`src/design/fpc_pkg.sv`:
```
// constants shared by the floppy power setup configuration bank
package fpc_pkg;
   localparam logic [7:0] FPC_IDX_FLOPPY_SETUP  = 8'h05;
   localparam logic [7:0] FPC_IDX_DRIVE_TYPES   = 8'h06;
   localparam logic [7:0] FPC_IDX_PDN_BOOT      = 8'h07;
   localparam logic [7:0] FPC_RST_FLOPPY_SETUP  = 8'h00;
   localparam logic [7:0] FPC_RST_DRIVE_TYPES   = 8'hff;
   localparam logic [7:0] FPC_RST_PDN_BOOT      = 8'h00;
   localparam logic [7:0] FPC_RST_INDEX         = 8'h00;
   localparam logic [7:0] FPC_WMASK_SETUP       = 8'h1f;
   localparam logic [7:0] FPC_WMASK_PDN_BOOT    = 8'hf3;
   localparam int         FPC_BIT_PUSH_PULL     = 0;
   localparam int         FPC_BIT_TRISTATE      = 1;
   localparam int         FPC_BIT_NON_BURST     = 2;
   localparam int         FPC_DENSITY_SELECT_FIELD_LSB        = 3;
   localparam int         FPC_BIT_PDN_PARALLEL  = 4;
   localparam int         FPC_BIT_PDN_UART2     = 5;
   localparam int         FPC_BIT_PDN_UART1     = 6;
   localparam int         FPC_BIT_PDN_FLOPPY    = 7;
   localparam logic [1:0] FPC_DENSITY_SELECT_FIELD_NORMAL     = 2'h0;
   localparam logic [1:0] FPC_DENSITY_SELECT_FIELD_FORCE_ONE  = 2'h2;
   localparam logic [1:0] FPC_DENSITY_SELECT_FIELD_FORCE_ZERO = 2'h3;
   localparam logic [1:0] FPC_PP_ECP_EPP        = 2'h3;
   localparam logic [2:0] FPC_ECR_MODE_SPP      = 3'h0;
   localparam logic [2:0] FPC_ECR_MODE_EPP      = 3'h4;
   localparam int         FPC_FDC_PINS          = 8;
   localparam int         FPC_SYS_CLK_HZ        = 20_000_000;
   localparam int         FPC_MIDI_CLK_HZ       = 125_000;
   localparam int         FPC_MIDI_DIV_CYCLES   = FPC_SYS_CLK_HZ / FPC_MIDI_CLK_HZ;
   localparam logic [7:0] FPC_MIDI_DIV_LAST     = 8'(FPC_MIDI_DIV_CYCLES - 1);
endpackage : fpc_pkg

```
`src/design/fpc_midi_divider.sv`:
```
// midi rate enable divider, one tick per 125 khz period
`timescale 1ns/1ps
`default_nettype none
module fpc_midi_divider
   import fpc_pkg::*;
(
   input  wire logic sys_clk,
   input  wire logic rst_n,
   input  wire logic enable,
   output var  logic tick_q
);
   logic [7:0] cnt_q;
   logic [7:0] cnt_d;
   logic       tick_d;

   always_comb
   begin
      cnt_d  = cnt_q;
      tick_d = 1'b0;
      if (!enable)
      begin
         cnt_d = 8'h00;
      end
      else if (cnt_q == FPC_MIDI_DIV_LAST)
      begin
         cnt_d  = 8'h00;
         tick_d = 1'b1;
      end
      else
      begin
         cnt_d = cnt_q + 8'h01;
      end
   end

   always_ff @(posedge sys_clk)
   begin
      if (!rst_n)
      begin
         cnt_q  <= 8'h00;
         tick_q <= 1'b0;
      end
      else
      begin
         cnt_q  <= cnt_d;
         tick_q <= tick_d;
      end
   end
endmodule : fpc_midi_divider
`default_nettype wire

```
`src/design/fpc_config_bank.sv`:
```
// floppy setup, drive type and power-down configuration bank
`timescale 1ns/1ps
`default_nettype none
module fpc_config_bank
   import fpc_pkg::*;
(
   input  wire logic                    sys_clk,
   input  wire logic                    rst_n,
   input  wire logic                    cfg_mode,
   input  wire logic                    idx_wr,
   input  wire logic                    data_wr,
   input  wire logic                    data_rd,
   input  wire logic [7:0]              wdata,
   output var  logic [7:0]              rdata_q,
   output var  logic                    rd_valid_q,
   input  wire logic [FPC_FDC_PINS-1:0] fdc_pin_val,
   input  wire logic                    density1_func,
   input  wire logic                    density1_force_high_bit,
   input  wire logic                    density_select_field_func,
   input  wire logic                    fdc_drq,
   input  wire logic                    fdc_irq,
   input  wire logic                    fdc_byte_ack,
   input  wire logic                    fifo_en,
   input  wire logic [FPC_FDC_PINS-1:0] pp_fdc_val,
   input  wire logic [1:0]              pp_ext_mode,
   input  wire logic [2:0]              ecr_mode,
   input  wire logic                    midi1_en,
   input  wire logic                    midi2_en,
   output var  logic [FPC_FDC_PINS-1:0] fdc_pin_out,
   output var  logic [FPC_FDC_PINS-1:0] fdc_pin_oe,
   output var  logic                    density_out_one,
   output var  logic                    density_out_one_oe,
   output var  logic                    density_select_field_out,
   output var  logic                    density_select_field_oe,
   output var  logic                    floppy_dma_request,
   output var  logic                    floppy_irq_line,
   output var  logic [FPC_FDC_PINS-1:0] pp_fdc_out,
   output var  logic [FPC_FDC_PINS-1:0] pp_fdc_oe,
   output var  logic [7:0]              drive_type_ids,
   output var  logic [1:0]              boot_drive,
   output var  logic [3:0]              pdn_enable,
   output var  logic                    epp_select,
   output var  logic                    spp_select,
   output var  logic                    midi1_tick,
   output var  logic                    midi2_tick
);
   // one data register write with its mask, used by the setup and power-down/boot registers
   function automatic logic [7:0] masked_write(input logic [7:0] old_v,
                                               input logic [7:0] new_v,
                                               input logic [7:0] mask);
      masked_write = (old_v & ~mask) | (new_v & mask);
   endfunction : masked_write

   // open drain drives only the low level, so a high is released
   function automatic logic pin_oe(input logic val,
                                   input logic push_pull,
                                   input logic tri_all);
      pin_oe = !tri_all && (push_pull || !val);
   endfunction : pin_oe

   logic [7:0] config_index_reg_q;
   logic [7:0] config_index_reg_d;
   logic [7:0] floppy_setup_q;
   logic [7:0] floppy_setup_d;
   logic [7:0] drive_type_ids_q;
   logic [7:0] drive_type_ids_d;
   logic [7:0] power_down_boot_select_q;
   logic [7:0] power_down_boot_select_d;
   logic [7:0] rdata_d;
   logic       rd_valid_d;

   // register bank
   always_comb
   begin
      config_index_reg_d       = config_index_reg_q;
      floppy_setup_d           = floppy_setup_q;
      drive_type_ids_d         = drive_type_ids_q;
      power_down_boot_select_d = power_down_boot_select_q;
      rdata_d                  = rdata_q;
      rd_valid_d               = 1'b0;
      if (cfg_mode)
      begin
         if (idx_wr)
         begin
            config_index_reg_d = wdata;
         end
         if (data_wr)
         begin
            case (config_index_reg_q)
               FPC_IDX_FLOPPY_SETUP:
                  floppy_setup_d = masked_write(floppy_setup_q, wdata, FPC_WMASK_SETUP);
               FPC_IDX_DRIVE_TYPES:
                  drive_type_ids_d = wdata;
               FPC_IDX_PDN_BOOT:
                  power_down_boot_select_d = masked_write(power_down_boot_select_q, wdata,
                                                          FPC_WMASK_PDN_BOOT);
               default:
                  floppy_setup_d = floppy_setup_q;
            endcase
         end
         if (data_rd)
         begin
            rd_valid_d = 1'b1;
            case (config_index_reg_q)
               FPC_IDX_FLOPPY_SETUP: rdata_d = floppy_setup_q;
               FPC_IDX_DRIVE_TYPES:  rdata_d = drive_type_ids_q;
               FPC_IDX_PDN_BOOT:     rdata_d = power_down_boot_select_q;
               default:              rdata_d = 8'h00;
            endcase
         end
      end
   end

   always_ff @(posedge sys_clk)
   begin
      if (!rst_n)
      begin
         config_index_reg_q       <= FPC_RST_INDEX;
         floppy_setup_q           <= FPC_RST_FLOPPY_SETUP;
         drive_type_ids_q         <= FPC_RST_DRIVE_TYPES;
         power_down_boot_select_q <= FPC_RST_PDN_BOOT;
         rdata_q                  <= 8'h00;
         rd_valid_q               <= 1'b0;
      end
      else
      begin
         config_index_reg_q       <= config_index_reg_d;
         floppy_setup_q           <= floppy_setup_d;
         drive_type_ids_q         <= drive_type_ids_d;
         power_down_boot_select_q <= power_down_boot_select_d;
         rdata_q                  <= rdata_d;
         rd_valid_q               <= rd_valid_d;
      end
   end

   // pin drivers and configuration outputs
   logic                    push_pull;
   logic                    tri_all;
   logic                    non_burst;
   logic [1:0]              density_select_field_mode;
   logic [FPC_FDC_PINS-1:0] fdc_pin_out_d;
   logic [FPC_FDC_PINS-1:0] fdc_pin_oe_d;
   logic                    density_out_one_d;
   logic                    density_out_one_oe_d;
   logic                    density_select_field_val;
   logic                    density_select_field_out_d;
   logic                    density_select_field_oe_d;
   logic                    strobe_gap;
   logic                    floppy_dma_request_d;
   logic                    floppy_irq_line_d;
   logic                    epp_select_d;
   logic                    spp_select_d;
   logic [3:0]              pdn_enable_d;

   always_comb
   begin
      push_pull   = floppy_setup_q[FPC_BIT_PUSH_PULL];
      tri_all     = floppy_setup_q[FPC_BIT_TRISTATE];
      non_burst   = floppy_setup_q[FPC_BIT_NON_BURST];
      density_select_field_mode = floppy_setup_q[FPC_DENSITY_SELECT_FIELD_LSB +: 2];
      for (int i = 0; i < FPC_FDC_PINS; i++)
      begin
         fdc_pin_out_d[i] = push_pull ? fdc_pin_val[i] : 1'b0;
         fdc_pin_oe_d[i]  = pin_oe(fdc_pin_val[i], push_pull, tri_all);
      end
      // force-high wins over the programmed value, tri-state wins over both
      density_out_one_d    = density1_force_high_bit ? 1'b1 : density1_func;
      density_out_one_oe_d = pin_oe(density_out_one_d, push_pull, tri_all);
      if (!push_pull)
      begin
         density_out_one_d = 1'b0;
      end
      case (density_select_field_mode)
         FPC_DENSITY_SELECT_FIELD_FORCE_ONE:  density_select_field_val = 1'b1;
         FPC_DENSITY_SELECT_FIELD_FORCE_ZERO: density_select_field_val = 1'b0;
         default:               density_select_field_val = density_select_field_func;
      endcase
      density_select_field_out_d = push_pull ? density_select_field_val : 1'b0;
      density_select_field_oe_d  = pin_oe(density_select_field_val, push_pull, tri_all);
      // in non-burst mode with the fifo on, a one-cycle low after each byte makes a strobe per transfer
      strobe_gap           = non_burst && fifo_en && fdc_byte_ack;
      floppy_dma_request_d = fdc_drq && !strobe_gap;
      floppy_irq_line_d    = fdc_irq && !strobe_gap;
      epp_select_d = (pp_ext_mode == FPC_PP_ECP_EPP) && (ecr_mode == FPC_ECR_MODE_EPP);
      spp_select_d = pp_ext_mode[1] && (ecr_mode == FPC_ECR_MODE_SPP);
      pdn_enable_d = power_down_boot_select_q[FPC_BIT_PDN_FLOPPY:FPC_BIT_PDN_PARALLEL];
   end

   always_ff @(posedge sys_clk)
   begin
      if (!rst_n)
      begin
         fdc_pin_out        <= '0;
         fdc_pin_oe         <= '0;
         density_out_one    <= 1'b0;
         density_out_one_oe <= 1'b0;
         density_select_field_out         <= 1'b0;
         density_select_field_oe          <= 1'b0;
         floppy_dma_request <= 1'b0;
         floppy_irq_line    <= 1'b0;
         pp_fdc_out         <= '0;
         pp_fdc_oe          <= '0;
         drive_type_ids     <= FPC_RST_DRIVE_TYPES;
         boot_drive         <= 2'h0;
         pdn_enable         <= 4'h0;
         epp_select         <= 1'b0;
         spp_select         <= 1'b0;
      end
      else
      begin
         fdc_pin_out        <= fdc_pin_out_d;
         fdc_pin_oe         <= fdc_pin_oe_d;
         density_out_one    <= density_out_one_d;
         density_out_one_oe <= density_out_one_oe_d;
         density_select_field_out         <= density_select_field_out_d;
         density_select_field_oe          <= density_select_field_oe_d;
         floppy_dma_request <= floppy_dma_request_d;
         floppy_irq_line    <= floppy_irq_line_d;
         pp_fdc_out         <= pp_fdc_val;
         pp_fdc_oe          <= '1;
         drive_type_ids     <= drive_type_ids_q;
         boot_drive         <= power_down_boot_select_q[1:0];
         pdn_enable         <= pdn_enable_d;
         epp_select         <= epp_select_d;
         spp_select         <= spp_select_d;
      end
   end

   fpc_midi_divider u_midi1
   (
      .sys_clk (sys_clk),
      .rst_n   (rst_n),
      .enable  (midi1_en),
      .tick_q  (midi1_tick)
   );

   fpc_midi_divider u_midi2
   (
      .sys_clk (sys_clk),
      .rst_n   (rst_n),
      .enable  (midi2_en),
      .tick_q  (midi2_tick)
   );
endmodule : fpc_config_bank
`default_nettype wire

```
`config.mk`:
```
export PLATFORM = sky130hd
export DESIGN_NAME = fpc_config_bank
export DESIGN_NICKNAME = d
export VERILOG_FILES = /design/src/design/fpc_pkg.sv /design/src/design/fpc_midi_divider.sv /design/src/design/fpc_config_bank.sv
export SDC_FILE = /design/constraint.sdc
export NUM_CORES = 1
export LEC_CHECK = 0
export BUFFER_PORTS_ARGS = -buffer_cell sky130_fd_sc_hd__buf_2
export CAP_MARGIN = 20
export CORE_MARGIN = 2
export CORE_UTILIZATION = 41
export DETAILED_ROUTE_END_ITERATION = 12
export MAX_ROUTING_LAYER = met4
export PLACE_DENSITY_LB_ADDON = 0.05
export SLEW_MARGIN = 20
export SYNTH_ARGS = -nofsm -noshare
export SYNTH_HDL_FRONTEND = slang
export SYNTH_SLANG_ARGS = --single-unit
```
`constraint.sdc`:
```
create_clock -name sys_clk -period 2.8 [get_ports sys_clk]
set_clock_uncertainty 0.05 [all_clocks]
set_input_delay 0.84 -clock sys_clk [delete_from_list [all_inputs] [get_ports sys_clk]]
set_output_delay 0.84 -clock sys_clk [all_outputs]
set_load 0.02 [all_outputs]
```
Word-level counts from Yosys, hierarchy flattened
Cells that the tools add are included.

Register bits after elaboration: 113. Bits in latches: 0. Memory bits (writable): 0. Memory bits (read-only): 0. Bits of input ports: 44. Output and inout bits: 65. Word-level logic and storage cells: 98. Memories: 0.

Add/subtract/negate cells: 2. Multipliers: 0. Div/mod/pow operators: 0. Order comparisons: 0. Equality and inequality tests: 9. Shifts and indexed selects: 0. Muxes and demuxes: 7. Bitwise gates (word level): 5. Reductions and logical operators: 50.

Operator list (number): $eq A8 B3 Y1 const B (3); $pmux W8 S3 (1); $add A8 B1 Y8 const B (2); $eq A8 B8 Y1 const B (2); $logic_and A1 B1 Y1 (16); $logic_not A1 Y1 (12); $reduce_and A2 Y1 (6); $logic_or A1 B1 Y1 (10); $reduce_and A3 Y1 (3); $mux W8 (1); $or A4 B8 Y8 (1); $or A8 B5 Y8 (1); $eq A2 B2 Y1 const B (3); $reduce_or A3 Y1 (2); $mux W1 (4); $eq A3 B3 Y1 const B (1); $logic_not A3 Y1 (1); $not A1 Y1 (3); $pmux W1 S2 (1).

Logic depth before layout (Yosys ltp)
Gate-level depths: netlist of the first run.

Word-level depth: 5. Depth in mapped cells: 5. Gate-level depth less buffers: 4.

By module
Synthesis of the first run repeated with hierarchy kept, for this count alone.

Cells, all modules: 375. Area total of the unflattened synthesis: 3734.8 um^2.

Modules (own cells, without submodules): fpc_config_bank (instances 1, cells each 291, area each 2934.1 um^2, seq. area each 1661.6 um^2); fpc_midi_divider (instances 2, cells each 42, area each 400.4 um^2, seq. area each 180.2 um^2).

Worst setup path before layout of the first run
Ideal clock, no wire load.

Path type: input -> register. Start: in rst_n. End: reg u_midi2.cnt_q[5]. Library setup time: 87 ps. Data arrival time: 1613 ps. Data required time: 2663 ps. Path slack: 1050 ps. Cell stages on the path: 5. Path buffers: 2. Cells stage by stage: clkbuf_2 > buf_4 > nand2_1 > a211o_1 > o31ai_1.

Cells in the longest elaborated chain, start to end: 2.

RTL lines: from (decl) (RTL line fpc_config_bank.sv:8) `input wire logic rst_n,`; $not A1 Y1 (no source line); $reduce_or A3 Y1 (no source line); to (signal assigned) (RTL line fpc_midi_divider.sv:44) `cnt_q <= cnt_d;`; to (decl) (RTL line fpc_midi_divider.sv:12) `logic [7:0] cnt_q;`.

Every way passes these cells. A chain may end at the register's enable or synchronous reset.

Final worst setup path of the first run
Start: reg config_index_reg_q[7]. End: reg floppy_setup_q[1].

Cells in the longest elaborated chain, start to end: 2.

RTL lines: from (decl) (RTL line fpc_config_bank.sv:61) `logic [7:0] config_index_reg_q;`; from (signal assigned) (RTL line fpc_config_bank.sv:127) `config_index_reg_q <= config_index_reg_d;`; $eq A8 B3 Y1 (RTL line fpc_config_bank.sv:89) `case (config_index_reg_q)`; $reduce_and A3 Y1 (no source line); to (signal assigned) (RTL line fpc_config_bank.sv:128) `floppy_setup_q <= floppy_setup_d;`; to (decl) (RTL line fpc_config_bank.sv:63) `logic [7:0] floppy_setup_q;`.

Every way passes these cells.

==> impl_metrics.toml, run 1 <==
[floorplanning]
initial_core_util_pct = 42.17
core.rowCount = 34
io_pins = 109
fp.coreArea_um2 = 8721
die-width_um = 98.71
dieArea_um2 = 9743
fp.dieH_um = 98.71

[timing]
setup_viol = 0
rsz0062_at_grt = "no"
max_freq_ghz = 0.5405
hold_viol_final = 0
tns_ns = 0
tightest_slew_ns = 0.6891
period_minus_slack_ns = 1.850
post-route-period-util_pct = 66.08
max_slew_margin_pct = 53.86
drv_slew = 0

[clock_network]
cts_hold_buf = 0
clk_pin_slew_ns = 0.10
cts_max_level = 3
cts_tree = "done"
clock_latency_ns = 0.36
postCtsSetupBuffers = 0
clock_tree.root_cell = "clkbuf_8"
cts-resized-gates = 0
cts_buffers = 9
clockBufferDepth = 2
cts_sinks = 101

[run]
drv_cap = 0

[outcome]
status = "completed"

[yosys]
ys_seq_area_share_pct = 54.98
async_reset_ff_share_pct = 0
avgSynthCellArea_um2 = 9.993
netlist_area_um2 = 3677
yosysTopAreaCell = "dfxtp_1"
netlist_instances = 368
synth_cell_type_count = 45
synth_nets = 414
synth_area_leaders = "dfxtp_1, nand2_1, mux2i_1"
synth_top_area_share_pct = 54.98
synth-edff-count = 0
yosys_warnings = 0
ys_seq_elements = 101
synth_top_flop_cell = "dfxtp_1"

[routing]
wl_per_cell_um = 13.63
via_per_inst = 4.950
drt-met1-wl_mm = 3.791
vias = 2871
first_pass_iters = 4
drcViolationCount = 0
met2WireLength_mm = 3.502
wl_met3_um = 508
antenna_left = 0
top_layer_used = "met4"
drt-total-wl_mm = 7.904
first_iter_violations = 77

[worst_setup_path]
r2r_cells = 3
path_max_fanout = 12
r2r-end = "floppy_setup_q[1]"
cpMaxStageDelayCell = "nor4b_4"
reg2reg_from = "config_index_reg_q[7]"
crit_end = "floppy_setup_q[1]"
crit_chain = "nor4b_4 > and3_1 > mux2i_1"
cp.arrival_ns = 2.08
start_kind = "flip-flop"
endpoint_kind = "flip-flop"
critPathKind = "flip-flop to flip-flop"
cp-startpoint = "config_index_reg_q[7]"
r2r_slack_ns = 0.95
critPathRequiredTime_ns = 3.03
slowest_delay_ns = 0.66

[cells_and_area]
final_nets = 513
drive_gt1_share_pct = 30.30
antenna_cells = 0
fillers = 839
syn_to_final_growth_pct = 20.89

[placed_design]
hpwl_mm = 5.762
globalplace.congestion = 0.7304
portBuffers = 108

[global_route]
grt_pass1_wl_mm = 13.13
grt_max_degree = 26
grtUsageTotal_pct = 17.21
grt_antenna_before_repair = 0
grt_pass1_vias = 2644
grt_overflow = 0

[worst_hold_path]
min_from = "power_down_boot_select_q[7]"
hp-class = "flip-flop to flip-flop"

[pwr]
powerDensity_nw_per_um2 = 586.0
leakage_nw = 2.053
ir_drop_uv = 235.5
total_power_mw = 2.605
## worst min-delay path by stage
stage / depth (start not counted) / end
finish: 2 / pdn_enable[3]
global route: 1 / u_midi1.cnt_q[0]
CTS: 1 / u_midi1.cnt_q[0]
detailed placement: 1 / u_midi1.cnt_q[0]
global placement: 1 / u_midi1.cnt_q[0]
floorplan: 1 / u_midi1.cnt_q[0]
## logic make-up (layout without fill, tap and decap cells)
kind of cell	after synthesis	count (layout)	share of synthesized area, %
AOI/OAI and AO/OA	62	62	11.60
xor gates and xnor gates	6	6	1.429
adders and majority gates	2	2	0.6804
buffers and inverters	47	151	6.499
DFF	101	101	54.98
muxes	18	18	5.104
and+or+nand+nor	132	132	19.70
## area by class of cell
cell class              count  area, µm²  area share [%]
clock inverters             7      80.08           1.801
repair buffers            115      593.1           13.34
flip-flops and latches    101       2022           45.48
multi-input cells         220       1416           31.86
inverters                  20      75.07           1.689
clock buffers               9      123.9           2.786
well taps                 108      135.1           3.040
## critical path: cells and delay by family (launching register included)
kind | cells | cell delay (ns)
flip-flops | 1 | 0.34
multiplexers | 1 | 0.24
AND/OR/NAND/NOR | 2 | 1.15
## report_power, final
| group | switching [mW] | leakage [nW] | internal (mW) | total (mW) |
|---|---|---|---|---|
| clock | 0.527 | 0.0968 | 0.425 | 0.952 |
| sequential | 0.0148 | 0.822 | 1.46 | 1.48 |
| combinational | 0.107 | 1.13 | 0.0712 | 0.178 |
| total | 0.648 | 2.05 | 1.96 | 2.61 |
## layout by cell type, fill, tap and decap left out, drive strengths merged, types with 13 or more instances in the layout
cell / instances
inv: 23
nand2: 37
dfxtp: 101
a21boi: 13
nor2: 18
a31oi: 17
buf: 115
nand3: 15
and3: 15
## layer usage
metal,track usage [%],vias up
li1,-,1465
met2,26.01,88
met5,-,-
met3,3.121,9
met4,6.006,0
met1,23.33,1309
## metrics by stage
stage	area (µm²)	setup WS, ns	utilization (%)	instances	hold slack [ns]
2_1_floorplan	3677	1.050	-	368	0.3675
3_3_place_gp	4242	0.6344	48.64	564	0.3805
3_5_place_dp	4242	0.6112	48.64	564	0.3942
4_1_cts	4446	0.9193	50.98	580	0.4155
5_1_grt	4446	0.8018	50.98	580	0.4321
6_report	4446	0.9498	50.98	580	0.4131
## cells in the mapped netlist (4+ instances only)
master    instances
nor2_1           18
nand2_1          37
and3_1           15
clkbuf_1          8
nand2b_1         10
and3b_1           4
and2_1           10
buf_2             7
buf_4             8
a21oi_1          12
a21boi_0         13
a31oi_1          17
mux2i_1          12
mux2_2            6
nand3_1          14
or3_1             4
inv_1            20
dfxtp_1         101
o21ai_0           4
xor2_1            4
nand4_1           6
Note: power is estimated with default switching activity, not from simulation.
==> inputs of run 2 (changes only) <==
Clock period 2.8 ns to 1.9 ns, I/O delays scaled along.
==> run 2 against run 1 <==
  * Clock-buffer cell count rose by 1
  * Global-route usage barely moved
  * Design area rose by 1.8%
  * Core utilization rose by 0.90 points
  * First-iteration DRC count rose by 75%
  * Sequential share of layout area fell by 0.79 points
  * Clock power rose by 61%
  * Sequential cell count did not move
  * Combinational power rose by 53%
  * Hold slack got worse by 0.087 ns
  * Die area did not move
  * Sequential power rose by 47%
==> impl_metrics.toml, run 2 (synthesized netlist as in run 1, its figures left out) <==
[clock_network]
clk_pin_slew_ns = 0.09
cts_tree = "done"
cts_buffers = 9
clock_latency_ns = 0.36
postCtsSetupBuffers = 0
clockBufferDepth = 2
cts_sinks = 101
cts-resized-gates = 0
cts_max_level = 3
clock_tree.root_cell = "clkbuf_8"
cts_hold_buf = 0

[routing]
wl_per_cell_um = 13.43
first_pass_iters = 4
via_per_inst = 4.935
drcViolationCount = 0
antenna_left = 0
drt-total-wl_mm = 7.856
vias = 2887
first_iter_violations = 135

[run]
drv_cap = 0

[worst_setup_path]
cp.arrival_ns = 1.83
critPathRequiredTime_ns = 2.09
critPathKind = "flip-flop to flip-flop"
endpoint_kind = "flip-flop"
start_kind = "flip-flop"
path_max_fanout = 6

[cells_and_area]
drive_gt1_share_pct = 31.03
fillers = 837
final_nets = 518
final_common_cell = "buf_2"
antenna_cells = 0
syn_to_final_growth_pct = 23.04
fin_area_um2 = 4524
mostFrequentLayoutCells = "buf_2, dfxtp_1, nand2_1, inv_1, nor2_1"

[global_route]
grt_overflow = 0
grt_pass1_vias = 2642
grt_antenna_before_repair = 0
grt_pass1_wl_mm = 13.07
grtUsageTotal_pct = 17.26
grt_max_degree = 22

[pwr]
intPower_mw = 3.053
leakage_nw = 2.098
powerDensity_nw_per_um2 = 879.3
pwr-share-seq_pct = 54.6
switching_share_pct = 23.26
clock_power_share_pct = 38.5
switchingPower_mw = 0.9252
ir_drop_uv = 708.1
pwr-share-comb_pct = 6.9

[floorplanning]
dieArea_um2 = 9743
io_pins = 109
core.rowCount = 34
fp.dieH_um = 98.71
die-width_um = 98.71
fp.coreArea_um2 = 8721
initial_core_util_pct = 42.17

[timing]
max_freq_ghz = 0.6070
drv_slew = 0
tightest_slew_ns = 0.5187
rsz0062_at_grt = "no"
post-route-period-util_pct = 86.70
period_minus_slack_ns = 1.647
fin_ws_ns = 0.2526
hold_viol_final = 0
tns_ns = 0
setup_viol = 0
max_slew_margin_pct = 64.87

[placed_design]
placed_cell_area_um2 = 4292
globalplace.congestion = 0.7994
hpwl_mm = 5.837
place_ws_ns = 0.2217
portBuffers = 108

[outcome]
status = "completed"

[worst_hold_path]
hp-class = "input pin to flip-flop"
run 2: cell types whose count changed in the layout (fill, tap and decap cells not counted):
cell / change
buf_12: +1
inv_8: +1
buf_4: +4
inv_6: -3
bufinv_16: +1
clkbuf_8: +1
run 2: layer usage:
metal | vias up | GRT usage (%) | routed length, µm
li1 | 1479 | - | -
met5 | - | - | 0
met1 | 1319 | 22.92 | 3805
met2 | 85 | 26.01 | 3554
met4 | 0 | 4.426 | 50
met3 | 4 | 5.035 | 446
run 2: final cells by class:
class / instances / area [µm²] / area share [%]
clock buffers: 10 / 137.6 / 3.042
flip-flops and latches: 101 / 2022 / 44.69
clock inverters: 6 / 95.09 / 2.102
repair buffers: 120 / 643.1 / 14.21
inverters: 20 / 75.07 / 1.659
well taps: 108 / 135.1 / 2.987
multi-input cells: 220 / 1416 / 31.31
run 2: power groups by stage:
stage / logic, mW / clock network (mW) / registers, mW
after CTS: 0.275 / 1.58 / 2.17
after detailed placement: 0.275 / 0 / 2.22
after global placement: 0.273 / 0 / 2.22
after floorplan: 0.132 / 0 / 2.25
final: 0.273 / 1.53 / 2.17
after global routing: 0.302 / 1.66 / 2.18
run 2: per-stage QoR:
stage / power (mW) / hold slack (ns) / instances / utilization [%]
final: 3.978 / 0.3260 / 585 / 51.88
after CTS: 4.031 / 0.3082 / 585 / 51.88
after global routing: 4.140 / 0.3185 / 585 / 51.88
after floorplan: 2.383 / 0.3675 / 368 / -
after global placement: 2.496 / 0.3808 / 569 / 49.21
after detailed placement: 2.499 / 0.3994 / 569 / 49.21
run 2: worst paths after layout:
kind / slack [ns] / cells past startpoint / endpoint / start
max: 0.25 / 4 / u_midi2.cnt_q[3] / u_midi2.cnt_q[0]
min reg2reg: 0.41 / 2 / boot_drive[1] / power_down_boot_select_q[1]
min: 0.33 / 2 / spp_select / ecr_mode[2]
max reg2reg: 0.25 / 4 / u_midi2.cnt_q[3] / u_midi2.cnt_q[0]
run 2: critical path, stage by stage, from the launching register on:
cell	delay, ns
dfxtp_1	0.38
ha_1	0.22
nand4_1	0.23
o311ai_1	0.56
nor2_1	0.10
==> inputs of run 3 (changes only) <==
Clock period 1.9 ns to 1.62 ns, I/O delays scaled along.
==> run 3 against run 2 <==
  * Clock power grew 6%
  * Design area increased by 1.0%
  * First-iteration DRC count fell by 21%
  * Highest routed layer unchanged
==> impl_metrics.toml, run 3 (synthesized netlist as in run 1, its figures left out) <==
[worst_setup_path]
endpoint_kind = "flip-flop"
path_max_fanout = 8
crit_chain = "nor4b_4 > buf_4 > nand3_2 > mux2i_1"
slowest_delay_ns = 0.36
critPathKind = "flip-flop to flip-flop"
r2r_cells = 4
r2r_slack_ns = 0.11
critPathTopFamily = "simple AND/OR/NAND/NOR gates"
path_buf_inv = 1
path_depth = 4
critPathRequiredTime_ns = 1.81
cp.arrival_ns = 1.70
start_kind = "flip-flop"
cpMaxStageDelayCell = "nor4b_4"

[timing]
tns_ns = 0
drv_slew = 0
tightest_slew_ns = 0.3419
max_freq_ghz = 0.6603
post-route-period-util_pct = 93.49
hold_viol_final = 0
timing.hold.ws_ns = 0.2476
period_minus_slack_ns = 1.515
rsz0062_at_grt = "no"
max_slew_margin_pct = 77.18
setup_viol = 0

[pwr]
powerDensity_nw_per_um2 = 984.5
leakage_nw = 2.138
ir_drop_uv = 603.2
total_power_mw = 4.500

[cells_and_area]
antenna_cells = 0
mostFrequentLayoutCells = "buf_2, dfxtp_1, nand2_1, inv_1, buf_4"
final_nets = 527
syn_to_final_growth_pct = 24.29
drive_gt1_share_pct = 32.51
final_core_util_pct = 52.41
multi_input_area_um2 = 1421
final_common_cell = "buf_2"
seqCellArea_um2 = 2022
fillers = 824

[routing]
drcViolationCount = 0
wl_per_cell_um = 13.29
vias = 2925
first_pass_iters = 4
via_per_inst = 4.924
antenna_left = 0
first_iter_violations = 106
drt-total-wl_mm = 7.897

[outcome]
status = "completed"

[global_route]
busiest_layer = "met2"
met3_usage_pct = 4.752
grt_pass1_wl_mm = 12.87
grtUsageTotal_pct = 16.86
grt_antenna_before_repair = 0
grt_pass1_vias = 2724
met2_usage_pct = 25.85
grt_max_degree = 27
met1_usage_pct = 21.98
grt_overflow = 0

[floorplanning]
fp.dieH_um = 98.71
fp.coreArea_um2 = 8721
io_pins = 109
initial_core_util_pct = 42.17
dieArea_um2 = 9743
core.rowCount = 34
die-width_um = 98.71

[clock_network]
clockBufferDepth = 2
cts_max_level = 3
postCtsSetupBuffers = 0
cts_sinks = 101
cts_buffers = 9
clock_tree.root_cell = "clkbuf_8"
cts_tree = "done"
clock_latency_ns = 0.35
clk_pin_slew_ns = 0.10

[placed_design]
portBuffers = 108
globalplace.congestion = 0.8466
hpwl_mm = 5.886

[run]
drv_cap = 0

[worst_hold_path]
hold_path_depth = 2
hp-class = "input pin to flip-flop"
==> run 3: final timing paths <==
path,start,end
setup reg to reg,config_index_reg_q[7],power_down_boot_select_q[0]
setup / recovery,config_index_reg_q[7],power_down_boot_select_q[0]
hold / removal,ecr_mode[2],spp_select
hold reg to reg,power_down_boot_select_q[0],boot_drive[0]
==> run 3: power by group <==
| group | total [mW] | leakage (nW) | switching (mW) | internal [mW] |
|---|---|---|---|---|
| Combinational | 0.332 | 1.21 | 0.192 | 0.141 |
| Sequential | 2.55 | 0.822 | 0.0228 | 2.52 |
| Clock | 1.62 | 0.103 | 0.852 | 0.768 |
| Total | 4.50 | 2.14 | 1.07 | 3.43 |
==> run 3: cell type report <==
cell class | count | area share (%)
tap | 108 | 2.956
sequential | 101 | 44.24
multi-input combinational | 220 | 31.10
timing repair buffer | 129 | 15.55
clock inverter | 6 | 1.506
inverter | 20 | 1.642
clock buffer | 10 | 3.011
==> run 3: routing by layer <==
| metal | part of all wire (%) | vias to the layer above |
|---|---|---|
| li1 | - | 1488 |
| met3 | 5.7 | 8 |
| met5 | 0 | - |
| met4 | 1.1 | 0 |
| met1 | 48 | 1344 |
| met2 | 45 | 85 |
==> run 3: timing repair <==
action	in CTS	in global routing
gates resized for setup	0	1
endpoints found under the setup margin	0	7
hold buffers	0	0
==> run 3: per-stage QoR <==
stage               cell area [µm²]  setup WS (ns)  instances
finish                         4571         0.1055        594
global route                   4571       0.005841        594
CTS                            4566        0.07077        594
detailed placement             4359        0.05824        578
global placement               4359        0.08861        578
floorplan                      3677         0.1624        368
